File: src/hdl/tim_cc_pkg.sv
// Package: register map, field layout and types for the capture/compare block
`default_nettype none
package tim_cc_pkg;

	// ------------------------------------------------------------
	// Register byte addresses
	// ------------------------------------------------------------
	localparam logic [7:0] ADDR_CHAN0_CTRL = 8'h00;
	localparam logic [7:0] ADDR_CHAN1_CTRL = 8'h04;
	localparam logic [7:0] ADDR_CHAN0_HIGH = 8'h08;
	localparam logic [7:0] ADDR_CHAN0_LOW = 8'h0c;
	localparam logic [7:0] ADDR_CHAN1_HIGH = 8'h10;
	localparam logic [7:0] ADDR_CHAN1_LOW = 8'h14;
	localparam logic [7:0] ADDR_CNT_CTRL = 8'h18;
	localparam logic [7:0] ADDR_CNT_MOD = 8'h1c;
	localparam logic [7:0] ADDR_CNT_VALUE = 8'h20;
	localparam logic [7:0] ADDR_PIN_STATE = 8'h24;

	// ------------------------------------------------------------
	// Channel control/status fields
	// ------------------------------------------------------------
	localparam int BIT_FLAG = 7;
	localparam int BIT_IRQ_EN = 6;
	localparam int BIT_BUF_SEL = 5;
	localparam int BIT_MODE_A = 4;
	localparam int BIT_ELS_HI = 3;
	localparam int BIT_ELS_LO = 2;
	localparam int BIT_OVF_TOG = 1;
	localparam int BIT_FULL_DUTY = 0;

	// Counter control fields
	localparam int BIT_CNT_OVF_FLAG = 7;
	localparam int BIT_CNT_HALT = 5;
	localparam int BIT_CNT_CLEAR = 4;

	// ------------------------------------------------------------
	// Edge/level encodings
	// ------------------------------------------------------------
	localparam logic [1:0] ELS_OFF = 2'h0;
	localparam logic [1:0] ELS_RISE_TOG = 2'h1;
	localparam logic [1:0] ELS_FALL_CLR = 2'h2;
	localparam logic [1:0] ELS_BOTH_SET = 2'h3;

	localparam logic [15:0] MOD_RESET = 16'hffff;
	localparam logic [1:0] RESP_OKAY = 2'h0;
	localparam logic [1:0] RESP_SLVERR = 2'h2;

	// Per-channel configuration, decoded from the control register
	typedef struct packed {
		logic irq_en;
		logic buf_sel;
		logic mode_a;
		logic [1:0] els;
		logic ovf_tog;
		logic full_duty;
	} chan_cfg_t;

	// Per-channel event pulses toward the register file
	typedef struct packed {
		logic event_hit;
		logic [15:0] capture;
	} chan_evt_t;

endpackage : tim_cc_pkg
`default_nettype wire

File: src/hdl/tim_cc_pin_sync.sv
// Three-stage synchroniser for the channel input pins
`timescale 1ns/1ps
`default_nettype none
module tim_cc_pin_sync #(
	parameter int WIDTH = 2
) (
	// Clock and reset
	input wire logic aclk,
	input wire logic aresetn,
	// Pins
	input wire logic [WIDTH-1:0] pin_async,
	output logic [WIDTH-1:0] pin_rise,
	output logic [WIDTH-1:0] pin_fall
);
	logic [WIDTH-1:0] s1_ff;
	logic [WIDTH-1:0] s2_ff;
	logic [WIDTH-1:0] s3_ff;
	logic [WIDTH-1:0] level_ff;

	// Level accepted only once the second and third stages agree
	always_ff @(posedge aclk) begin
		if (!aresetn) begin
			s1_ff <= '0;
			s2_ff <= '0;
			s3_ff <= '0;
			level_ff <= '0;
		end else begin
			s1_ff <= pin_async;
			s2_ff <= s1_ff;
			s3_ff <= s2_ff;
			level_ff <= (s2_ff & s3_ff) | (level_ff & (s2_ff | s3_ff));
		end
	end

	assign pin_rise = s2_ff & s3_ff & ~level_ff;
	assign pin_fall = ~s2_ff & ~s3_ff & level_ff;
endmodule : tim_cc_pin_sync
`default_nettype wire

File: src/hdl/tim_cc_channel.sv
// One capture/compare channel: event detection and pin action
`timescale 1ns/1ps
`default_nettype none
module tim_cc_channel (
	// Clock and reset
	input wire logic aclk,
	input wire logic aresetn,
	// Configuration and timer state
	input wire tim_cc_pkg::chan_cfg_t cfg,
	input wire logic enabled,
	input wire logic [15:0] count,
	input wire logic [15:0] compare,
	input wire logic ovf_tick,
	input wire logic match_block,
	input wire logic capture_block,
	// Pin edges
	input wire logic pin_rise,
	input wire logic pin_fall,
	// Results
	output tim_cc_pkg::chan_evt_t evt,
	output logic pin_out_ff,
	output logic pin_oe_ff
);
	logic is_out;
	logic is_cap;
	logic edge_hit;
	logic match_hit;
	logic full_ff;
	logic nxt_pin;

	assign is_out = cfg.buf_sel | cfg.mode_a;
	assign is_cap = enabled && cfg.els != tim_cc_pkg::ELS_OFF && !is_out;

	assign edge_hit = (cfg.els[0] & pin_rise) | (cfg.els[1] & pin_fall);
	assign match_hit = enabled && is_out && !match_block && count == compare;

	always_comb begin
		evt.event_hit = 1'b0;
		evt.capture = count;
		if (is_cap && edge_hit && !capture_block)
			evt.event_hit = 1'b1;
		if (match_hit && (cfg.els != tim_cc_pkg::ELS_OFF || !cfg.buf_sel))
			evt.event_hit = 1'b1;
	end

	always_ff @(posedge aclk) begin
		if (!aresetn)
			full_ff <= 1'b0;
		else if (ovf_tick)
			full_ff <= cfg.full_duty & cfg.ovf_tog;
	end

	always_comb begin
		nxt_pin = pin_out_ff;
		// preset level: mode A 1 gives low
		if (!enabled || cfg.els == tim_cc_pkg::ELS_OFF) begin
			nxt_pin = !cfg.mode_a;
		end else if (is_out) begin
			if (ovf_tick && cfg.ovf_tog) begin
				nxt_pin = (cfg.full_duty | full_ff) ? 1'b1 : !pin_out_ff;
			end else if (full_ff) begin
				nxt_pin = 1'b1;
			end else if (match_hit) begin
				unique case (cfg.els)
					tim_cc_pkg::ELS_RISE_TOG: nxt_pin = !pin_out_ff;
					tim_cc_pkg::ELS_FALL_CLR: nxt_pin = 1'b0;
					tim_cc_pkg::ELS_BOTH_SET: nxt_pin = 1'b1;
					default: nxt_pin = pin_out_ff;
				endcase
			end
		end
	end

	always_ff @(posedge aclk) begin
		if (!aresetn) begin
			pin_out_ff <= 1'b1;
			pin_oe_ff <= 1'b0;
		end else begin
			pin_out_ff <= nxt_pin;
			// pin returns to port when off
			pin_oe_ff <= enabled && cfg.els != tim_cc_pkg::ELS_OFF && is_out;
		end
	end
endmodule : tim_cc_channel
`default_nettype wire

File: src/hdl/tim_cc_top.sv
// Two-channel capture/compare/PWM block with AXI4-Lite registers
`timescale 1ns/1ps
`default_nettype none
module tim_cc_top #(
	parameter int CHANNELS = 2
) (
	// Clock and reset
	input wire logic aclk,
	input wire logic aresetn,
	// AXI4-Lite write address
	input wire logic [7:0] s_axi_awaddr,
	input wire logic s_axi_awvalid,
	output logic s_axi_awready,
	// AXI4-Lite write data
	input wire logic [31:0] s_axi_wdata,
	input wire logic [3:0] s_axi_wstrb,
	input wire logic s_axi_wvalid,
	output logic s_axi_wready,
	// AXI4-Lite write response
	output logic [1:0] s_axi_bresp,
	output logic s_axi_bvalid,
	input wire logic s_axi_bready,
	// AXI4-Lite read address
	input wire logic [7:0] s_axi_araddr,
	input wire logic s_axi_arvalid,
	output logic s_axi_arready,
	// AXI4-Lite read data
	output logic [31:0] s_axi_rdata,
	output logic [1:0] s_axi_rresp,
	output logic s_axi_rvalid,
	input wire logic s_axi_rready,
	// Channel pins
	input wire logic [CHANNELS-1:0] channel_pin_in,
	output logic [CHANNELS-1:0] channel_pin_out,
	output logic [CHANNELS-1:0] channel_pin_oe,
	// Interrupt requests
	output logic [CHANNELS-1:0] chan_irq
);
	// ------------------------------------------------------------
	// Register state
	// ------------------------------------------------------------
	tim_cc_pkg::chan_cfg_t cfg_ff [CHANNELS];
	logic [CHANNELS-1:0] flag_ff;
	logic [CHANNELS-1:0] flag_armed_ff;
	logic [15:0] value_ff [CHANNELS];
	logic [7:0] wr_high_ff [CHANNELS];
	logic [CHANNELS-1:0] cap_block_ff;
	logic [CHANNELS-1:0] match_block_ff;
	logic [15:0] count_ff;
	logic [15:0] mod_ff;
	logic halt_ff;
	logic cnt_ovf_flag_ff;
	logic [CHANNELS-1:0] pin_out;
	logic [CHANNELS-1:0] pin_oe;
	logic [CHANNELS-1:0] pin_rise;
	logic [CHANNELS-1:0] pin_fall;
	tim_cc_pkg::chan_evt_t evt [CHANNELS];
	logic [CHANNELS-1:0] chan_en;
	logic ovf_tick;
	logic cnt_clear;

	// ------------------------------------------------------------
	// Bus handshake
	// ------------------------------------------------------------
	logic aw_hold_ff;
	logic w_hold_ff;
	logic [7:0] aw_addr_ff;
	logic [31:0] w_data_ff;
	logic [3:0] w_strb_ff;
	logic wr_go;
	logic rd_go;
	logic [31:0] nxt_rdata;
	logic nxt_rd_ok;
	logic wr_ok;

	// Accept address and data in either order, then answer once
	always_ff @(posedge aclk) begin
		if (!aresetn) begin
			aw_hold_ff <= 1'b0;
			w_hold_ff <= 1'b0;
			aw_addr_ff <= 8'h00;
			w_data_ff <= 32'h0000_0000;
			w_strb_ff <= 4'h0;
		end else begin
			if (s_axi_awvalid && s_axi_awready) begin
				aw_hold_ff <= 1'b1;
				aw_addr_ff <= s_axi_awaddr;
			end else if (wr_go) begin
				aw_hold_ff <= 1'b0;
			end
			if (s_axi_wvalid && s_axi_wready) begin
				w_hold_ff <= 1'b1;
				w_data_ff <= s_axi_wdata;
				w_strb_ff <= s_axi_wstrb;
			end else if (wr_go) begin
				w_hold_ff <= 1'b0;
			end
		end
	end

	assign wr_go = aw_hold_ff && w_hold_ff && !s_axi_bvalid;
	assign rd_go = s_axi_arvalid && s_axi_arready;

	always_ff @(posedge aclk) begin
		if (!aresetn) begin
			s_axi_awready <= 1'b0;
			s_axi_wready <= 1'b0;
			s_axi_bvalid <= 1'b0;
			s_axi_bresp <= tim_cc_pkg::RESP_OKAY;
		end else begin
			s_axi_awready <= !aw_hold_ff && !(s_axi_awvalid && s_axi_awready) && !s_axi_bvalid;
			s_axi_wready <= !w_hold_ff && !(s_axi_wvalid && s_axi_wready) && !s_axi_bvalid;
			if (wr_go) begin
				s_axi_bvalid <= 1'b1;
				s_axi_bresp <= wr_ok ? tim_cc_pkg::RESP_OKAY : tim_cc_pkg::RESP_SLVERR;
			end else if (s_axi_bready) begin
				s_axi_bvalid <= 1'b0;
			end
		end
	end

	always_ff @(posedge aclk) begin
		if (!aresetn) begin
			s_axi_arready <= 1'b0;
			s_axi_rvalid <= 1'b0;
			s_axi_rdata <= 32'h0000_0000;
			s_axi_rresp <= tim_cc_pkg::RESP_OKAY;
		end else begin
			s_axi_arready <= !s_axi_rvalid && !rd_go;
			if (rd_go) begin
				s_axi_rvalid <= 1'b1;
				s_axi_rdata <= nxt_rdata;
				s_axi_rresp <= nxt_rd_ok ? tim_cc_pkg::RESP_OKAY : tim_cc_pkg::RESP_SLVERR;
			end else if (s_axi_rready) begin
				s_axi_rvalid <= 1'b0;
			end
		end
	end

	// ------------------------------------------------------------
	// Read decode
	// ------------------------------------------------------------
	function automatic logic [7:0] pack_ctrl(input logic flag, input tim_cc_pkg::chan_cfg_t c);
		pack_ctrl = {flag, c.irq_en, c.buf_sel, c.mode_a, c.els, c.ovf_tog, c.full_duty};
	endfunction : pack_ctrl

	always_comb begin
		nxt_rdata = 32'h0000_0000;
		nxt_rd_ok = 1'b1;
		unique case (s_axi_araddr)
			tim_cc_pkg::ADDR_CHAN0_CTRL: nxt_rdata[7:0] = pack_ctrl(flag_ff[0], cfg_ff[0]);
			tim_cc_pkg::ADDR_CHAN1_CTRL: nxt_rdata[7:0] = pack_ctrl(flag_ff[1], cfg_ff[1]);
			tim_cc_pkg::ADDR_CHAN0_HIGH: nxt_rdata[7:0] = value_ff[0][15:8];
			tim_cc_pkg::ADDR_CHAN0_LOW: nxt_rdata[7:0] = value_ff[0][7:0];
			tim_cc_pkg::ADDR_CHAN1_HIGH: nxt_rdata[7:0] = value_ff[1][15:8];
			tim_cc_pkg::ADDR_CHAN1_LOW: nxt_rdata[7:0] = value_ff[1][7:0];
			tim_cc_pkg::ADDR_CNT_CTRL: begin
				nxt_rdata[tim_cc_pkg::BIT_CNT_OVF_FLAG] = cnt_ovf_flag_ff;
				nxt_rdata[tim_cc_pkg::BIT_CNT_HALT] = halt_ff;
			end
			tim_cc_pkg::ADDR_CNT_MOD: nxt_rdata[15:0] = mod_ff;
			tim_cc_pkg::ADDR_CNT_VALUE: nxt_rdata[15:0] = count_ff;
			tim_cc_pkg::ADDR_PIN_STATE: nxt_rdata[CHANNELS-1:0] = pin_out;
			default: nxt_rd_ok = 1'b0;
		endcase
	end

	always_comb begin
		unique case (aw_addr_ff)
			tim_cc_pkg::ADDR_CHAN0_CTRL, tim_cc_pkg::ADDR_CHAN1_CTRL,
			tim_cc_pkg::ADDR_CHAN0_HIGH, tim_cc_pkg::ADDR_CHAN0_LOW,
			tim_cc_pkg::ADDR_CHAN1_HIGH, tim_cc_pkg::ADDR_CHAN1_LOW,
			tim_cc_pkg::ADDR_CNT_CTRL, tim_cc_pkg::ADDR_CNT_MOD,
			tim_cc_pkg::ADDR_CNT_VALUE, tim_cc_pkg::ADDR_PIN_STATE: wr_ok = 1'b1;
			default: wr_ok = 1'b0;
		endcase
	end

	// ------------------------------------------------------------
	// Shared counter
	// ------------------------------------------------------------
	assign cnt_clear = wr_go && w_strb_ff[0] && aw_addr_ff == tim_cc_pkg::ADDR_CNT_CTRL
		&& w_data_ff[tim_cc_pkg::BIT_CNT_CLEAR];
	assign ovf_tick = !halt_ff && !cnt_clear && count_ff == mod_ff;

	always_ff @(posedge aclk) begin
		if (!aresetn) begin
			count_ff <= 16'h0000;
			halt_ff <= 1'b1;
			mod_ff <= tim_cc_pkg::MOD_RESET;
			cnt_ovf_flag_ff <= 1'b0;
		end else begin
			if (cnt_clear)
				count_ff <= 16'h0000;
			else if (ovf_tick)
				count_ff <= 16'h0000;
			else if (!halt_ff)
				count_ff <= count_ff + 16'h0001;
			if (wr_go && w_strb_ff[0] && aw_addr_ff == tim_cc_pkg::ADDR_CNT_CTRL) begin
				halt_ff <= w_data_ff[tim_cc_pkg::BIT_CNT_HALT];
				if (!w_data_ff[tim_cc_pkg::BIT_CNT_OVF_FLAG] && !ovf_tick)
					cnt_ovf_flag_ff <= 1'b0;
			end
			if (ovf_tick)
				cnt_ovf_flag_ff <= 1'b1;
			if (wr_go && aw_addr_ff == tim_cc_pkg::ADDR_CNT_MOD) begin
				if (w_strb_ff[0])
					mod_ff[7:0] <= w_data_ff[7:0];
				if (w_strb_ff[1])
					mod_ff[15:8] <= w_data_ff[15:8];
			end
		end
	end

	// ------------------------------------------------------------
	// Per-channel registers and engines
	// ------------------------------------------------------------
	// channel 1 disabled by buffered select
	assign chan_en = {~cfg_ff[0].buf_sel, 1'b1};

	tim_cc_pin_sync #(
		.WIDTH(CHANNELS)
	) u_sync (
		.aclk(aclk),
		.aresetn(aresetn),
		.pin_async(channel_pin_in),
		.pin_rise(pin_rise),
		.pin_fall(pin_fall)
	);

	for (genvar i = 0; i < CHANNELS; i++) begin : g_chan
		logic ctrl_rd;
		logic ctrl_wr;
		logic high_rd;
		logic low_rd;
		logic high_wr;
		logic low_wr;
		logic is_cap_mode;

		assign ctrl_rd = rd_go && s_axi_araddr == tim_cc_pkg::ADDR_CHAN0_CTRL + 8'(4 * i);
		assign ctrl_wr = wr_go && w_strb_ff[0] && chan_en[i]
			&& aw_addr_ff == tim_cc_pkg::ADDR_CHAN0_CTRL + 8'(4 * i);
		assign high_rd = rd_go && s_axi_araddr == tim_cc_pkg::ADDR_CHAN0_HIGH + 8'(8 * i);
		assign low_rd = rd_go && s_axi_araddr == tim_cc_pkg::ADDR_CHAN0_LOW + 8'(8 * i);
		assign high_wr = wr_go && w_strb_ff[0] && aw_addr_ff == tim_cc_pkg::ADDR_CHAN0_HIGH + 8'(8 * i);
		assign low_wr = wr_go && w_strb_ff[0] && aw_addr_ff == tim_cc_pkg::ADDR_CHAN0_LOW + 8'(8 * i);
		assign is_cap_mode = !cfg_ff[i].buf_sel && !cfg_ff[i].mode_a;

		always_ff @(posedge aclk) begin
			if (!aresetn) begin
				cfg_ff[i] <= '0;
			end else if (ctrl_wr) begin
				cfg_ff[i].irq_en <= w_data_ff[tim_cc_pkg::BIT_IRQ_EN];
				// buffered bit only in channel 0
				cfg_ff[i].buf_sel <= (i == 0) ? w_data_ff[tim_cc_pkg::BIT_BUF_SEL] : 1'b0;
				cfg_ff[i].mode_a <= w_data_ff[tim_cc_pkg::BIT_MODE_A];
				cfg_ff[i].els <= w_data_ff[tim_cc_pkg::BIT_ELS_HI:tim_cc_pkg::BIT_ELS_LO];
				cfg_ff[i].ovf_tog <= w_data_ff[tim_cc_pkg::BIT_OVF_TOG];
				cfg_ff[i].full_duty <= w_data_ff[tim_cc_pkg::BIT_FULL_DUTY];
			end
		end

		// flag set wins; clear needs prior read
		always_ff @(posedge aclk) begin
			if (!aresetn) begin
				flag_ff[i] <= 1'b0;
				flag_armed_ff[i] <= 1'b0;
			end else if (evt[i].event_hit) begin
				flag_ff[i] <= 1'b1;
				flag_armed_ff[i] <= 1'b0;
			end else begin
				if (ctrl_rd && flag_ff[i])
					flag_armed_ff[i] <= 1'b1;
				if (ctrl_wr && !w_data_ff[tim_cc_pkg::BIT_FLAG] && flag_armed_ff[i]) begin
					flag_ff[i] <= 1'b0;
					flag_armed_ff[i] <= 1'b0;
				end
			end
		end

		always_ff @(posedge aclk) begin
			if (!aresetn) begin
				cap_block_ff[i] <= 1'b0;
				match_block_ff[i] <= 1'b0;
				wr_high_ff[i] <= 8'h00;
			end else begin
				if (high_rd && is_cap_mode)
					cap_block_ff[i] <= 1'b1;
				else if (low_rd)
					cap_block_ff[i] <= 1'b0;
				if (high_wr && !is_cap_mode) begin
					match_block_ff[i] <= 1'b1;
					wr_high_ff[i] <= w_data_ff[7:0];
				end else if (low_wr) begin
					match_block_ff[i] <= 1'b0;
				end
			end
		end

		// Value contents are left unreset on purpose
		always_ff @(posedge aclk) begin
			if (evt[i].event_hit && is_cap_mode)
				value_ff[i] <= evt[i].capture;
			else if (low_wr)
				value_ff[i] <= {match_block_ff[i] ? wr_high_ff[i] : value_ff[i][15:8], w_data_ff[7:0]};
			else if (high_wr && is_cap_mode)
				value_ff[i][15:8] <= w_data_ff[7:0];
		end

		tim_cc_channel u_chan (
			.aclk(aclk),
			.aresetn(aresetn),
			.cfg(cfg_ff[i]),
			.enabled(chan_en[i]),
			.count(count_ff),
			.compare(value_ff[i]),
			.ovf_tick(ovf_tick),
			// No match while halted, or a held count would fire every cycle
			.match_block(match_block_ff[i] | halt_ff),
			.capture_block(cap_block_ff[i]),
			.pin_rise(pin_rise[i]),
			.pin_fall(pin_fall[i]),
			.evt(evt[i]),
			.pin_out_ff(pin_out[i]),
			.pin_oe_ff(pin_oe[i])
		);

		always_ff @(posedge aclk) begin
			if (!aresetn)
				chan_irq[i] <= 1'b0;
			else
				chan_irq[i] <= flag_ff[i] & cfg_ff[i].irq_en;
		end
	end

	always_ff @(posedge aclk) begin
		if (!aresetn) begin
			channel_pin_out <= '0;
			channel_pin_oe <= '0;
		end else begin
			channel_pin_out <= pin_out;
			channel_pin_oe <= pin_oe;
		end
	end
endmodule : tim_cc_top
`default_nettype wire

File: config.mk
export PLATFORM = sky130hd
export DESIGN_NAME = tim_cc_top
export DESIGN_NICKNAME = d
export VERILOG_FILES = /design/src/hdl/tim_cc_pkg.sv /design/src/hdl/tim_cc_pin_sync.sv /design/src/hdl/tim_cc_channel.sv /design/src/hdl/tim_cc_top.sv
export SDC_FILE = /design/constraint.sdc
export NUM_CORES = 1
export LEC_CHECK = 0
export ABC_AREA = 1
export BUFFER_PORTS_ARGS = -buffer_cell sky130_fd_sc_hd__buf_2
export CAP_MARGIN = 10
export CELL_PAD_IN_SITES_DETAIL_PLACEMENT = 0
export CELL_PAD_IN_SITES_GLOBAL_PLACEMENT = 1
export CORE_MARGIN = 1
export CORE_UTILIZATION = 28
export DETAILED_ROUTE_END_ITERATION = 16
export HOLD_SLACK_MARGIN = 0.05
export PLACE_DENSITY_LB_ADDON = 0.1
export SYNTH_ARGS = -nofsm -noshare
export SYNTH_HDL_FRONTEND = slang
export SYNTH_SLANG_ARGS = --single-unit
File: constraint.sdc
create_clock -name aclk -period 3.11 [get_ports aclk]
set_clock_uncertainty 0.15 [all_clocks]
set_input_delay 0.622 -clock aclk [delete_from_list [all_inputs] [get_ports aclk]]
set_output_delay 0.622 -clock aclk [all_outputs]
set_load 0.1 [all_outputs]
==> metrics.cfg <==
[logic_synthesis]
syn_area_um2=8730
ys_seq_area_share_pct=46.9
synthTopCellsByCount=nand2_1, nor2_1, dfxtp_1
synth_top_area_share_pct=25.9
syn_inst=1078
yosysUniqueCellTypes=46
synth.most_common_cell=nand2_1
yosysTopAreaCell=dfxtp_1
synth_area_leaders=dfxtp_1, edfxtp_1, nand2_1, nor2_1, inv_1
ys_ff_latch=174
async_reset_ff_share_pct=0
synth_ff_type=dfxtp_1
synth-warning-count=0
synth_edf_count=61
syn_area_per_cell_um2=8.10

[routing]
route.vias.total=7263
post-route-drc-count=0
ant_nets=0
drt_pass1_iterations=7
wl_per_cell_um=18.7
routed_wirelength_mm=29.1
vias_per_cell=4.66
drt_iter0_markers=542

[critical_path]
worst_ep_arrival_time_ns=2.54
cpMostUsedCell=inv_1
max_stage_delay_ns=0.39
critPathKind=register to register
cp_slowest_cell=edfxtp_1
crit_required_ns=3.05
end_kind=register
crit_chain=inv_1, ha_1, nor2_1, inv_1, nor2_1, inv_1, nor2_2, nand2_2, nand3_4, o211ai_1
startpoint_type=register
path_max_fanout=10

[sta]
finalCritPeriodShare_pct=83.5
drv_slew=0
tns_ns=0
fmax_mhz=385
hold_viol=0
worst_pin_slew_ns=0.813
setup_viol=0
max-slew-margin-rel_pct=45.6
rsz0062_at_grt=no
period_needed_ns=2.60

[power]
finalPower_mw=4.96
cellPowerDensity_nw_per_um2=493
ir_drop_uv=378
power.leakage_nw=4.23

[final_layout]
syn_to_final_growth_pct=15.2
fillCellCount=3311
drive_above_1_share_pct=16.3
final_util_pct=32.8
diodes=0
multi_input_area_um2=3910
fin_nets=1217
seq_area_um2=4090

[cts]
htreeDepth=4
numCtsBuffers=17
clk_pin_slew_ns=0.06
cts_tree=done
postCtsSetupBuffers=0
cts_resized=0
insertion_delay_ns=0.44
cts_root_buffer=clkbuf_16
numClockSinks=174
ctsHoldBuffers=0
clk_path_buf_depth=2

[floorplanning]
num_rows=64
die_area_um2=31900
initial_core_util_pct=28.5
io_pins=108
core_area_um2=30700
die_h_um=179
die_w_um=179

[placed_design]
dp_hpwl_mm=21.5
io_buffers=71
gp_congestion=0.824

[global_routing]
grt_overflow=0
grt_pass1_wl_mm=44.3
antenna_found_initial=1
grt_usage_pct=19.2
grt_start_max_net_pins=70
grt_pass1_vias=6980

[hold_path]
min_path_type=primary input to register

[job]
drv_cap=0

[run_status]
status=finished clean

critical path, delay by kind of cell (launching register included):
family          cells  cell delay, ns
simple gates        5            0.87
flops               1            0.39
buf+inv             3            0.31
compound gates      1            0.31
fa+ha+maj           1            0.23
cells in the final DEF, fill, tap and decap left out, types with 17 or more instances in the layout:
| cell type | netlist | final |
|---|---|---|
| conb_1 | 1 | 18 |
| o211ai_1 | 18 | 18 |
| o21ai_0 | 72 | 72 |
| nor2_1 | 127 | 127 |
| buf_2 | 17 | 72 |
| nand4_1 | 19 | 19 |
| xnor2_1 | 20 | 20 |
| edfxtp_1 | 61 | 61 |
| buf_4 | 22 | 22 |
| nand3_1 | 43 | 43 |
| a21oi_1 | 44 | 44 |
| nand2_1 | 231 | 231 |
| inv_1 | 100 | 101 |
| clkbuf_16 | 0 | 19 |
| xor2_1 | 18 | 18 |
| o22ai_1 | 17 | 17 |
| dfxtp_1 | 113 | 113 |
metrics by stage:
stage          instances  worst slack [ns]  area [µm²]  hold slack [ns]
6_report            1560             0.514       10100            0.218
4_1_cts             1559             0.497       10100            0.199
3_5_place_dp        1527             0.431        9500            0.251
2_1_floorplan       1095             0.441        8800            0.240
3_3_place_gp        1527             0.479        9500            0.251
5_1_grt             1560             0.261       10100            0.216
final cells by class:
cell class	count	share of cell area, %
clock inverters	10	0.597
well taps	396	4.93
repair buffers	95	5.42
flip-flops and latches	174	40.7
inverters	122	4.55
multi-input cells	741	38.9
clock buffers	22	4.94
routing by layer:
layer	share of wire [%]	track usage, %	wire, µm
met1	51	27.5	14700
met3	3.9	3.26	1130
met2	44	30.0	12900
met4	1.1	4.34	334
met5	0.031	0	9
cell families (layout without fill, tap and decap cells):
group,after synthesis,count (layout),synth area share [%]
and+or+nand+nor,487,487,25.6
other,1,18,0.0429
buffers and inverters,180,249,9.10
AOI/OAI and AO/OA,193,193,13.9
DFF,174,174,46.9
adders and majority gates,5,5,0.716
xor gates and xnor gates,38,38,3.81
report_power, final:
| group | leakage (nW) | switching [mW] | total, mW | internal, mW |
|---|---|---|---|---|
| Combinational | 2.37 | 0.364 | 0.449 | 0.0844 |
| Sequential | 1.58 | 0.0358 | 2.43 | 2.40 |
| Clock | 0.285 | 0.943 | 2.08 | 1.13 |
registers in the layout, summed over array words and instances, names as in the netlist, 8 cells and up:
register     count
w_data_ff       16
aw_addr_ff       8
mod_ff          16
cfg_ff          13
wr_high_ff      16
value_ff        32
s_axi_rdata     16
count_ff        16
worst paths after layout:
| check | startpoint | end | slack (ns) | cells past startpoint |
|---|---|---|---|---|
| setup / recovery | cfg_ff[1][2]$_SDFFCE_PN0P_ | value_ff[1][13]$_DFFE_PP_ | 0.51 | 10 |
| hold / removal | channel_pin_in[1] | u_sync.s1_ff[1]$_SDFF_PN0_ | 0.22 | 3 |
| setup reg to reg | cfg_ff[1][2]$_SDFFCE_PN0P_ | value_ff[1][13]$_DFFE_PP_ | 0.51 | 10 |
| hold reg to reg | u_sync.s1_ff[0]$_SDFF_PN0_ | u_sync.s2_ff[0]$_SDFF_PN0_ | 0.26 | 2 |
Power figures use the tool's default switching activity.
